## src/sam_defines.svh

```systemverilog
// Notes on behaviour
// - Per-axis codes raise on detecting axis only; common codes raise once for both.
// - Per-axis stop scope halts only the detecting axis; other axis keeps running.
// - All-axes stop scope halts both axes whatever axis detected it.
// - 8A, 8E, 52, thermal codes clear by any means; 47, 888 only power cycle.
// - Warnings E6, E7, E9 are common and stop all axes.
// - Warning EB is detected per axis but stops all axes.
// - Thermal alarms refuse controller clear until a load-derived hold time expires.
// - Any alarm drops the axis fault output and engages its dynamic brake.
// - An active alarm shows its number on the display; with both axes in alarm, the first axis's number is shown.
// - Undervoltage alarm 10 stops all axes; detail 1 control, 2 main supply.
// - Warnings cancel by themselves once their cause disappears.
`ifndef SAM_DEFINES_SVH
`define SAM_DEFINES_SVH
`define SAM_CODE_W 12
`define SAM_NONE 12'h000
`define SAM_A_UV 12'h010
`define SAM_A_RGN 12'h030
`define SAM_A_HEAT 12'h045
`define SAM_A_DDHEAT 12'h046
`define SAM_A_FAN 12'h047
`define SAM_A_OL1 12'h050
`define SAM_A_OL2 12'h051
`define SAM_A_ERREX 12'h052
`define SAM_A_USBTO 12'h08a
`define SAM_A_USBER 12'h08e
`define SAM_A_WDOG 12'h888
`define SAM_W_SFS 12'h0e6
`define SAM_W_CFS 12'h0e7
`define SAM_W_MOFF 12'h0e9
`define SAM_W_OAX 12'h0eb
`define SAM_DET_CTRL 4'h1
`define SAM_DET_MAIN 4'h2
`define SAM_CLK_HZ 10000000
`define SAM_HOLD_MIN_S 1
`define SAM_HOLD_MIN_CYC (`SAM_CLK_HZ * `SAM_HOLD_MIN_S)
`define SAM_LOAD_W 8
`endif

```

## src/sam_pkg.sv

```systemverilog
package sam_pkg;
  typedef enum logic [1:0] {
    SAM_CLR_NONE,
    SAM_CLR_POWER,
    SAM_CLR_ERR,
    SAM_CLR_CPU
  } sam_clr_t;
  typedef enum logic [1:0] {
    SAM_ST_RUN,
    SAM_ST_ALARM,
    SAM_ST_COOL
  } sam_state_t;
  typedef struct packed {
    logic common;
    logic stop_all;
    logic any_clear;
    logic thermal;
  } sam_attr_t;
endpackage : sam_pkg
```

## src/sam_alarm_mgr.sv

```systemverilog
`timescale 1ns/1ps
`include "sam_defines.svh"
module sam_alarm_mgr #(
  parameter int HOLD_UNIT = `SAM_HOLD_MIN_CYC
) (
  input wire logic sys_clk,
  input wire logic rst_n,
  input wire logic [1:0] alarm_req,
  input wire logic [`SAM_CODE_W-1:0] alarm_code,
  input wire logic [3:0] alarm_detail,
  input wire logic [1:0] warn_cause_e6,
  input wire logic warn_cause_e7,
  input wire logic warn_cause_e9,
  input wire logic [1:0] load_level_sel,
  input wire logic [`SAM_LOAD_W-1:0] load_level_a,
  input wire logic [`SAM_LOAD_W-1:0] load_level_b,
  input wire logic power_clear,
  input wire logic err_reset,
  input wire logic cpu_reset,
  output logic fault_out_first_axis,
  output logic fault_out_second_axis,
  output logic [1:0] dyn_brake,
  output logic [1:0] axis_halt,
  output logic [1:0] warn_other_axis,
  output logic [`SAM_CODE_W-1:0] disp_code,
  output logic [3:0] disp_detail,
  output logic disp_is_alarm
);
  // Classify a code into detection and stop scope and permitted clearing.
  function automatic sam_pkg::sam_attr_t sam_classify(input logic [`SAM_CODE_W-1:0] c);
    sam_pkg::sam_attr_t a;
    a = '{common: 1'b0, stop_all: 1'b0, any_clear: 1'b0, thermal: 1'b0};
    unique case (c)
      `SAM_A_UV: a = '{1'b1, 1'b1, 1'b1, 1'b0};
      `SAM_A_RGN, `SAM_A_HEAT: a = '{1'b1, 1'b1, 1'b1, 1'b1};
      `SAM_A_DDHEAT, `SAM_A_OL1, `SAM_A_OL2: a = '{1'b0, 1'b0, 1'b1, 1'b1};
      `SAM_A_ERREX: a = '{1'b0, 1'b0, 1'b1, 1'b0};
      `SAM_A_USBTO, `SAM_A_USBER: a = '{1'b1, 1'b1, 1'b1, 1'b0};
      `SAM_A_FAN, `SAM_A_WDOG: a = '{1'b1, 1'b1, 1'b0, 1'b0};
      default: a = '{1'b0, 1'b0, 1'b0, 1'b0};
    endcase
    return a;
  endfunction : sam_classify

  sam_pkg::sam_attr_t attr;
  logic [1:0] req_eff;
  logic [1:0] act;
  logic [1:0] stop_req;
  logic [`SAM_CODE_W-1:0] lat_a;
  logic [`SAM_CODE_W-1:0] lat_b;
  logic [`SAM_CODE_W-1:0] lat [2];
  logic ctrl_clear;
  logic [3:0] detail;
  logic [3:0] next_detail;
  logic [1:0] next_halt;
  logic [1:0] next_warn_ob;
  logic [1:0] next_fault;
  logic [`SAM_CODE_W-1:0] next_disp_code;
  logic [3:0] next_disp_detail;
  logic next_disp_is_alarm;
  logic any_stop_all;
  logic common_warn;

  always_comb begin
    attr = sam_classify(alarm_code);
    // A common code lands on the first axis slot only, so it is raised once.
    req_eff = attr.common ? {1'b0, |alarm_req} : alarm_req;
    ctrl_clear = err_reset || cpu_reset;
  end

  for (genvar g = 0; g < 2; g++) begin : g_axis
    sam_axis #(.HOLD_UNIT(HOLD_UNIT)) u_axis (
      .sys_clk(sys_clk),
      .rst_n(rst_n),
      .alarm_req(req_eff[g]),
      .alarm_code(alarm_code),
      .alarm_attr(attr),
      .load_level(g == 0 ? load_level_a : load_level_b),
      .power_clear(power_clear),
      .ctrl_clear(ctrl_clear),
      .alarm_active(act[g]),
      .alarm_latched(lat[g]),
      .stop_all(stop_req[g])
    );
  end
  assign lat_a = lat[0];
  assign lat_b = lat[1];

  always_comb begin
    common_warn = warn_cause_e7 || warn_cause_e9 || (|warn_cause_e6);
    any_stop_all = (|(act & stop_req)) || common_warn;
    // Only an all-axes alarm reports to the partner; a per-axis alarm leaves it running.
    next_warn_ob = {act[0] & stop_req[0], act[1] & stop_req[1]};
    // A warning stop from E6, E7 or E9 brakes the axis but is no alarm, so the fault output stays high.
    next_fault = act | {2{|(act & stop_req)}};
    next_halt = act;
    if (any_stop_all || (|next_warn_ob)) begin
      next_halt = 2'b11;
    end
    next_detail = detail;
    if (alarm_code == `SAM_A_UV && (|alarm_req)) begin
      next_detail = alarm_detail;
    end
    next_disp_is_alarm = |act;
    if (act[0]) begin
      next_disp_code = lat_a;
    end else if (act[1]) begin
      next_disp_code = lat_b;
    end else if (warn_cause_e7) begin
      next_disp_code = `SAM_W_CFS;
    end else if (|warn_cause_e6) begin
      next_disp_code = `SAM_W_SFS;
    end else if (warn_cause_e9) begin
      next_disp_code = `SAM_W_MOFF;
    end else if (|next_warn_ob) begin
      next_disp_code = `SAM_W_OAX;
    end else begin
      next_disp_code = `SAM_NONE;
    end
    next_disp_detail = (next_disp_code == `SAM_A_UV) ? next_detail : 4'h0;
  end

  always_ff @(posedge sys_clk or negedge rst_n) begin
    if (!rst_n) begin
      fault_out_first_axis <= 1'b0;
      fault_out_second_axis <= 1'b0;
      dyn_brake <= 2'b11;
      axis_halt <= 2'b00;
      warn_other_axis <= 2'b00;
      disp_code <= `SAM_NONE;
      disp_detail <= 4'h0;
      disp_is_alarm <= 1'b0;
      detail <= 4'h0;
    end else begin
      // Output high means healthy; an axis in alarm shows the fault, and every halted axis brakes, warning stops included.
      fault_out_first_axis <= !next_fault[0];
      fault_out_second_axis <= !next_fault[1];
      dyn_brake <= next_halt;
      axis_halt <= next_halt;
      warn_other_axis <= next_warn_ob;
      disp_code <= next_disp_code;
      disp_detail <= next_disp_detail;
      disp_is_alarm <= next_disp_is_alarm;
      detail <= next_detail;
    end
  end
endmodule : sam_alarm_mgr

```

## src/sam_axis.sv

```systemverilog
`timescale 1ns/1ps
`include "sam_defines.svh"
module sam_axis #(
  parameter int HOLD_UNIT = `SAM_HOLD_MIN_CYC
) (
  input wire logic sys_clk,
  input wire logic rst_n,
  input wire logic alarm_req,
  input wire logic [`SAM_CODE_W-1:0] alarm_code,
  input wire sam_pkg::sam_attr_t alarm_attr,
  input wire logic [`SAM_LOAD_W-1:0] load_level,
  input wire logic power_clear,
  input wire logic ctrl_clear,
  output logic alarm_active,
  output logic [`SAM_CODE_W-1:0] alarm_latched,
  output logic stop_all
);
  sam_pkg::sam_state_t state;
  sam_pkg::sam_state_t next_state;
  logic [`SAM_CODE_W-1:0] next_alarm_latched;
  logic next_stop_all;
  logic [31:0] hold_cnt;
  logic [31:0] next_hold_cnt;
  logic thermal;
  logic any_clear;
  logic next_thermal;
  logic next_any_clear;

  // Hold grows with the load seen at the moment of the alarm.
  always_comb begin
    next_state = state;
    next_alarm_latched = alarm_latched;
    next_stop_all = stop_all;
    next_hold_cnt = (hold_cnt != 32'h0) ? hold_cnt - 32'h1 : hold_cnt;
    next_thermal = thermal;
    next_any_clear = any_clear;
    unique case (state)
      sam_pkg::SAM_ST_RUN: begin
        if (alarm_req) begin
          next_state = sam_pkg::SAM_ST_ALARM;
          next_alarm_latched = alarm_code;
          next_stop_all = alarm_attr.stop_all;
          next_thermal = alarm_attr.thermal;
          next_any_clear = alarm_attr.any_clear;
          next_hold_cnt = alarm_attr.thermal ?
            32'(HOLD_UNIT) * (32'(load_level) + 32'h1) : 32'h0;
        end
      end
      sam_pkg::SAM_ST_ALARM, sam_pkg::SAM_ST_COOL: begin
        if (power_clear ||
            (ctrl_clear && any_clear && (!thermal || hold_cnt == 32'h0))) begin
          next_state = sam_pkg::SAM_ST_RUN;
          next_alarm_latched = `SAM_NONE;
          next_stop_all = 1'b0;
        end else if (thermal && hold_cnt == 32'h0) begin
          next_state = sam_pkg::SAM_ST_COOL;
        end
      end
      default: next_state = sam_pkg::SAM_ST_RUN;
    endcase
  end

  always_ff @(posedge sys_clk or negedge rst_n) begin
    if (!rst_n) begin
      state <= sam_pkg::SAM_ST_RUN;
      alarm_latched <= `SAM_NONE;
      stop_all <= 1'b0;
      hold_cnt <= 32'h0;
      thermal <= 1'b0;
      any_clear <= 1'b0;
    end else begin
      state <= next_state;
      alarm_latched <= next_alarm_latched;
      stop_all <= next_stop_all;
      hold_cnt <= next_hold_cnt;
      thermal <= next_thermal;
      any_clear <= next_any_clear;
    end
  end

  assign alarm_active = (state != sam_pkg::SAM_ST_RUN);
endmodule : sam_axis

```

## config.mk

```make
export PLATFORM = sky130hd
export DESIGN_NAME = sam_alarm_mgr
export DESIGN_NICKNAME = d
export VERILOG_FILES = /design/src/sam_pkg.sv /design/src/sam_alarm_mgr.sv /design/src/sam_axis.sv
export VERILOG_INCLUDE_DIRS = /design/src /design/src/src
export SDC_FILE = /design/constraint.sdc
export NUM_CORES = 1
export LEC_CHECK = 0
export ABC_AREA = 1
export BUFFER_PORTS_ARGS = -buffer_cell sky130_fd_sc_hd__buf_2
export CORE_MARGIN = 5
export CORE_UTILIZATION = 55
export DETAILED_ROUTE_END_ITERATION = 7
export GPL_TIMING_DRIVEN = 0
export PLACE_DENSITY_LB_ADDON = 0.05
export SYNTH_ARGS = -nofsm -noshare
export SYNTH_HDL_FRONTEND = slang
export SYNTH_HIERARCHICAL = 1
export SYNTH_SLANG_ARGS = --single-unit
```

## constraint.sdc

```tcl
create_clock -name sys_clk -period 2.3 [get_ports sys_clk]
set_input_delay 0.46 -clock sys_clk [delete_from_list [all_inputs] [get_ports sys_clk]]
set_output_delay 0.46 -clock sys_clk [all_outputs]
set_load 0.01 [all_outputs]
```

; Yosys cells after proc, flatten, opt, wreduce, memory -nomap -nowiden
; Index checks and enable logic that the tools add are counted.
[word_totals]
inputBits = 45
elab_cells = 139
n_memories = 0
ramBits = 0
reg_bits = 127
latch_bits = 0
mem_bits_ro = 0
out_inout_bits = 25
[op_classes]
div = 0
n_mux = 39
bitwise = 4
shifts = 0
n_reduce_logical = 47
n_eq_ne = 22
add_sub_neg = 4
n_mul = 2
magnitude_cmp = 0
[op_table]
columns = operator, count
row1 = $mux 32, 8
row2 = $eq 12x7->1 const B, 6
row3 = $mux 12, 6
row4 = $logic_not 32->1, 2
row5 = $mul 17x32->25 const A, 2
row6 = $reduce_bool 32->1, 2
row7 = $sub 32x1->32 const B, 2
row8 = $pmux 12 s2, 2
row9 = $mux 8, 4
row10 = $eq 12x5->1 const B, 2
row11 = $eq 12x8->1 const B, 2
row12 = $pmux 4 s5, 1
row13 = $add 8x1->9 const B, 2
row14 = $reduce_or 2->1, 9
row15 = $mux 2, 8
row16 = $eq 12x12->1 const B, 1
row17 = $eq 12x6->1 const B, 1
row18 = $logic_or 1x1->1, 9
row19 = $mux 4, 2
row20 = $pmux 2 s2, 2
row21 = $reduce_and 2->1, 4
row22 = $reduce_bool 2->1, 4
row23 = $logic_and 1x1->1, 7
row24 = $ne 3x1->1 const B, 2
row25 = other kinds (13), 28

; Depth between registers and ports, before layout
[depth]
ltp_word = 11
depth_mapped = 28

; Modules after synthesis
; Netlist, hierarchy kept.
[by_module_without_submodules]
columns = module, instances, cells_per_inst, seq_area_each_um2, area_each_um2
row1 = sam_axis at g_axis[0].u_axis, 1, 812, 1226.2, 5746.8
row2 = sam_axis at g_axis[1].u_axis, 1, 783, 1226.2, 5681.7
row3 = sam_alarm_mgr, 1, 227, 728.2, 1646.6

; Least setup slack after synthesis
; No wires, ideal clock.
[synth_path]
kind = input-to-reg
startpoint = in load_level_a[0]
endpoint = reg g_axis[0].u_axis.hold_cnt[24]
path_stages = 21
t_arrival_ns = 4.307
path_slack_ns = -2.125
setup_ns = 0.118
path_cell_list = ha_1 > nand2_1 > nor4_4 > nand3_1 > inv_1 > ha_1 > fa_1 > fa_1 > inv_1 > fa_1 > inv_1 > ha_1 > a21oi_1 > nor2_1 > nor2_1 > nand2_1 > inv_1 > o21ai_0 > or2_2 > nand3_1 > nand2_1
[synth_between]
elab_chain_cells = 5
[synth_rtl]
columns = item, line
row1 = start: declaration, sam_alarm_mgr.sv:15  ; input wire logic [`SAM_LOAD_W-1:0] load_level_a,
row2 = $add 8x1->9, sam_axis.sv:46  ; 32'(HOLD_UNIT) * (32'(load_level) + 32'h1) : 32'h0;
row3 = $mul 17x32->25, sam_axis.sv:46
row4 = $mux 32, sam_axis.sv:45  ; next_hold_cnt = alarm_attr.thermal ?
row5 = $mux 32, sam_axis.sv:39  ; if (alarm_req) begin
row6 = $mux 32, sam_axis.sv:37  ; unique case (state)
row7 = net g_axis[0].u_axis.next_hold_cnt[24], sam_axis.sv:23  ; logic [31:0] next_hold_cnt;
row8 = end signal: assignment, sam_axis.sv:75  ; hold_cnt <= next_hold_cnt;
row9 = end: declaration, sam_axis.sv:22  ; logic [31:0] hold_cnt;
; The timed path passes the listed nets, and every way through them passes these cells.
; A chain may end at the register's enable or synchronous reset.

; Final worst setup path
[layout_path]
startpoint = in load_level_a[0]
endpoint = reg g_axis[0].u_axis.hold_cnt[29]
; Same word-level chain as after synthesis.

==> flow_summary.ini <==
[run_status]
status = finished, violations left
violations = setup timing

[routing]
routedWlPerCell_um = 17.8
drtAntennaViolNets = 0
drc = 0
num_vias = 12900
wl_um = 41500
drtIter0Drc = 1220
first_pass_iters = 5
vias_per_cell = 5.54

[floorplan]
pin_count = 70
start_util_pct = 55.7
fp.dieW_um = 164
die_h_um = 164
fp-row-count = 56
die_area_mm2 = 0.0270
coreArea_mm2 = 0.0235

[finish]
layout-drive-gt1-share_pct = 28.4
nNetsFinal = 2238
area_growth_pct = 31.2
utilization_pct = 73.1
fin_cells = 2333
most-common-layout-cells = 413 x nand2_1, 252 x inv_1, 165 x nor2_1, 125 x dfrtp_1, 94 x ha_1
final_common_cell = nand2_1
n_antenna_cell = 0

[power]
leakage_nw = 8.78
switching_share_pct = 50.9
peakVddDrop_mv = 0.759
intPower_mw = 10.4
power_frac_comb_pct = 69.3
p_per_area_mw_per_mm2 = 1230
power_frac_seq_pct = 17.6
p_clk_share_pct = 13.1
power_switching_mw = 10.7

[sta]
grt_setup_unrepaired = true
fin_skew_ns = 0.00921
tightest_slew_ns = 0.663
setup_viol = 41
setup_tns_ns = -68.20
hold_violations = 0
finalCritPeriodShare_pct = 192
setup_ws_ns = -2.11
fmax_ghz = 0.227
fin_crit_ns = 4.41
slew_headroom_pct = 55.5
hold-worst-slack_ns = 0.0167
slew_viol_final = 0

[synthesis]
synth_edf_count = 0
synth-main-ff-cell = dfrtp_1
syn_nets = 2059
netlist_instances = 1822
yosysUniqueCellTypes = 50
netlist_area_mm2 = 0.0131
ys_seq_area_share_pct = 24.3
syn_avg_cell_area_um2 = 7.18
synth_seq_cells = 127
ys_async_sr_fraction_pct = 100
synth_warnings = 6

[run]
maxCapViolations = 0

[critical_path]
crit_fanout = 6
worstReg2RegEnd = disp_detail[0]$_DFF_PN0_
path_buf_inv = 6
worst_setup_path_start_kind = input port
path_common_cell = nand2_4
worstPathRequired_ns = 2.62
max_stage_delay_ns = 0.52
path_class = input port to flip-flop
arrival_ns = 4.73
reg2reg_depth = 14
cp_slowest_cell = fa_1
critPathTopFamily = adder cells
r2r_slack_ns = 0.21
r2r_start = g_axis[1].u_axis/state[1]$_DFFE_PN0P_
endpoint_kind = flip-flop

[clocking]
clkLatencyLatePin_ns = 0.42
clkTransAtPathRegs_ns = 0.06
cts.sinks = 127
h-tree-depth = 4
cts_buffer_depth = 2
numCtsBuffers = 17
ctsRootBufferMaster = clkbuf_16
cts_hold_buffers = 0
cts_tree = yes

[place]
post-place-ws_ns = -2.90
hpwl_um = 27600
dp_cells = 2209
gp_congestion = 0.993
portBuffers = 67

[grt]
grt_pass1_wl_um = 61700
grt_max_degree = 67
grt_usage_pct = 28.6
grt_pass1_vias = 12600
grt_overflow = 0
grt_antenna_before_repair = 0

[min_path]
holdCritPathClass = input port to async pin
-- power by group through the flow --
stage          logic (mW)  clock network (mW)  registers [mW]
6_report             14.6                2.76            3.71
5_1_grt              16.0                2.91            3.80
4_1_cts              13.0                2.80            3.69
3_5_place_dp         11.6                   0            3.71
3_3_place_gp         11.4                   0            3.71
2_1_floorplan        8.97                   0            3.64
-- timing repair --
item / 4_1_cts / 5_1_grt
hold endpoints to repair: 0 / 0
gates resized for setup: 198 / 128
setup buffers: 64 / 35
pin swaps: 78 / 83
endpoints found under the setup margin: 68 / 63
-- worst max-delay path by stage --
| stage | startpoint | slack [ns] | cells after the start | endpoint |
|---|---|---|---|---|
| after CTS | load_level_b[1] | -1.74 | 25 | g_axis[1].u_axis/hold_cnt[31]$_DFF_PN0_ |
| after global routing | load_level_a[0] | -2.18 | 27 | g_axis[0].u_axis/hold_cnt[31]$_DFF_PN0_ |
| after detailed placement | load_level_a[0] | -2.90 | 23 | g_axis[0].u_axis/hold_cnt[24]$_DFF_PN0_ |
| after floorplan | load_level_a[0] | -1.95 | 22 | g_axis[0].u_axis/hold_cnt[24]$_DFF_PN0_ |
| final | load_level_a[0] | -2.11 | 27 | g_axis[0].u_axis/hold_cnt[29]$_DFF_PN0_ |
| after global placement | load_level_a[0] | -2.85 | 23 | g_axis[0].u_axis/hold_cnt[24]$_DFF_PN0_ |
-- logic make-up (layout without fill, tap and decap cells) --
family / after synthesis / count (layout) / synth area share [%]
buffers and inverters: 347 / 539 / 10.5
and+or+nand+nor: 923 / 923 / 31.5
xor gates and xnor gates: 78 / 78 / 5.28
DFF: 127 / 127 / 24.3
adders and majority gates: 192 / 192 / 21.1
AOI/OAI and AO/OA: 155 / 155 / 7.30
-- synth_stat cells (all sizes together), types with 3 or more instances --
| master | count | share of area [%] |
|---|---|---|
| a21o | 3 | 0.17 |
| ha | 144 | 14 |
| nand4 | 46 | 2.3 |
| xnor2 | 43 | 2.9 |
| inv | 314 | 9.0 |
| nor2 | 214 | 7.0 |
| nand3 | 123 | 5.0 |
| and2 | 3 | 0.14 |
| dfrtp | 125 | 24 |
| nand3b | 13 | 0.75 |
| o22ai | 7 | 0.57 |
| o32ai | 3 | 0.20 |
| fa | 48 | 7.3 |
| nor3 | 18 | 0.77 |
| nand2 | 485 | 14 |
| o21bai | 7 | 0.40 |
| a32o | 3 | 0.23 |
| clkbuf | 19 | 0.55 |
| nor4 | 4 | 0.42 |
| a211oi | 6 | 0.34 |
| or2 | 15 | 0.72 |
| buf | 12 | 0.87 |
| xor2 | 35 | 2.4 |
| a21oi | 53 | 2.0 |
| o21ai | 69 | 3.0 |
-- routing by layer --
layer  up-vias  share of wire, %  global-route usage, %
li1       6127                 -                      -
met1      6119                41                   36.5
met2       499                48                   49.4
met3       171               5.8                   4.24
met4         0               4.9                   10.3
met5         -                 0                      0
-- final cells by class --
cell class              instances  area (µm²)
clock buffers                  17         425
inverters                     316        1230
well taps                     319         399
flip-flops and latches        127        3180
multi-input cells            1348       10200
fillers                      1734        6320
clock inverters                15         174
repair buffers                163        1370
plain buffers                  28         185
-- through the flow --
stage               cell area (µm²)  total power [mW]
CTS                           16400              19.5
detailed placement            14300              15.3
floorplan                     13600              12.6
global route                  17200              22.7
finish                        17200              21.1
global placement              14300              15.1
-- sequential cells by signal (all words and copies together) (netlist names) --
name / cells
g_axis.u_axis/hold_cnt: 64
g_axis.u_axis/alarm_latched: 24
disp_code: 12
detail: 4
disp_detail: 4
g_axis.u_axis/state: 4
axis_halt: 2
dyn_brake: 2
g_axis.u_axis/any_clear: 2
g_axis.u_axis/stop_all: 2
g_axis.u_axis/thermal: 2
warn_other_axis: 2
disp_is_alarm: 1
fault_out_first_axis: 1
fault_out_second_axis: 1
(Power assumes the default switching activity.)
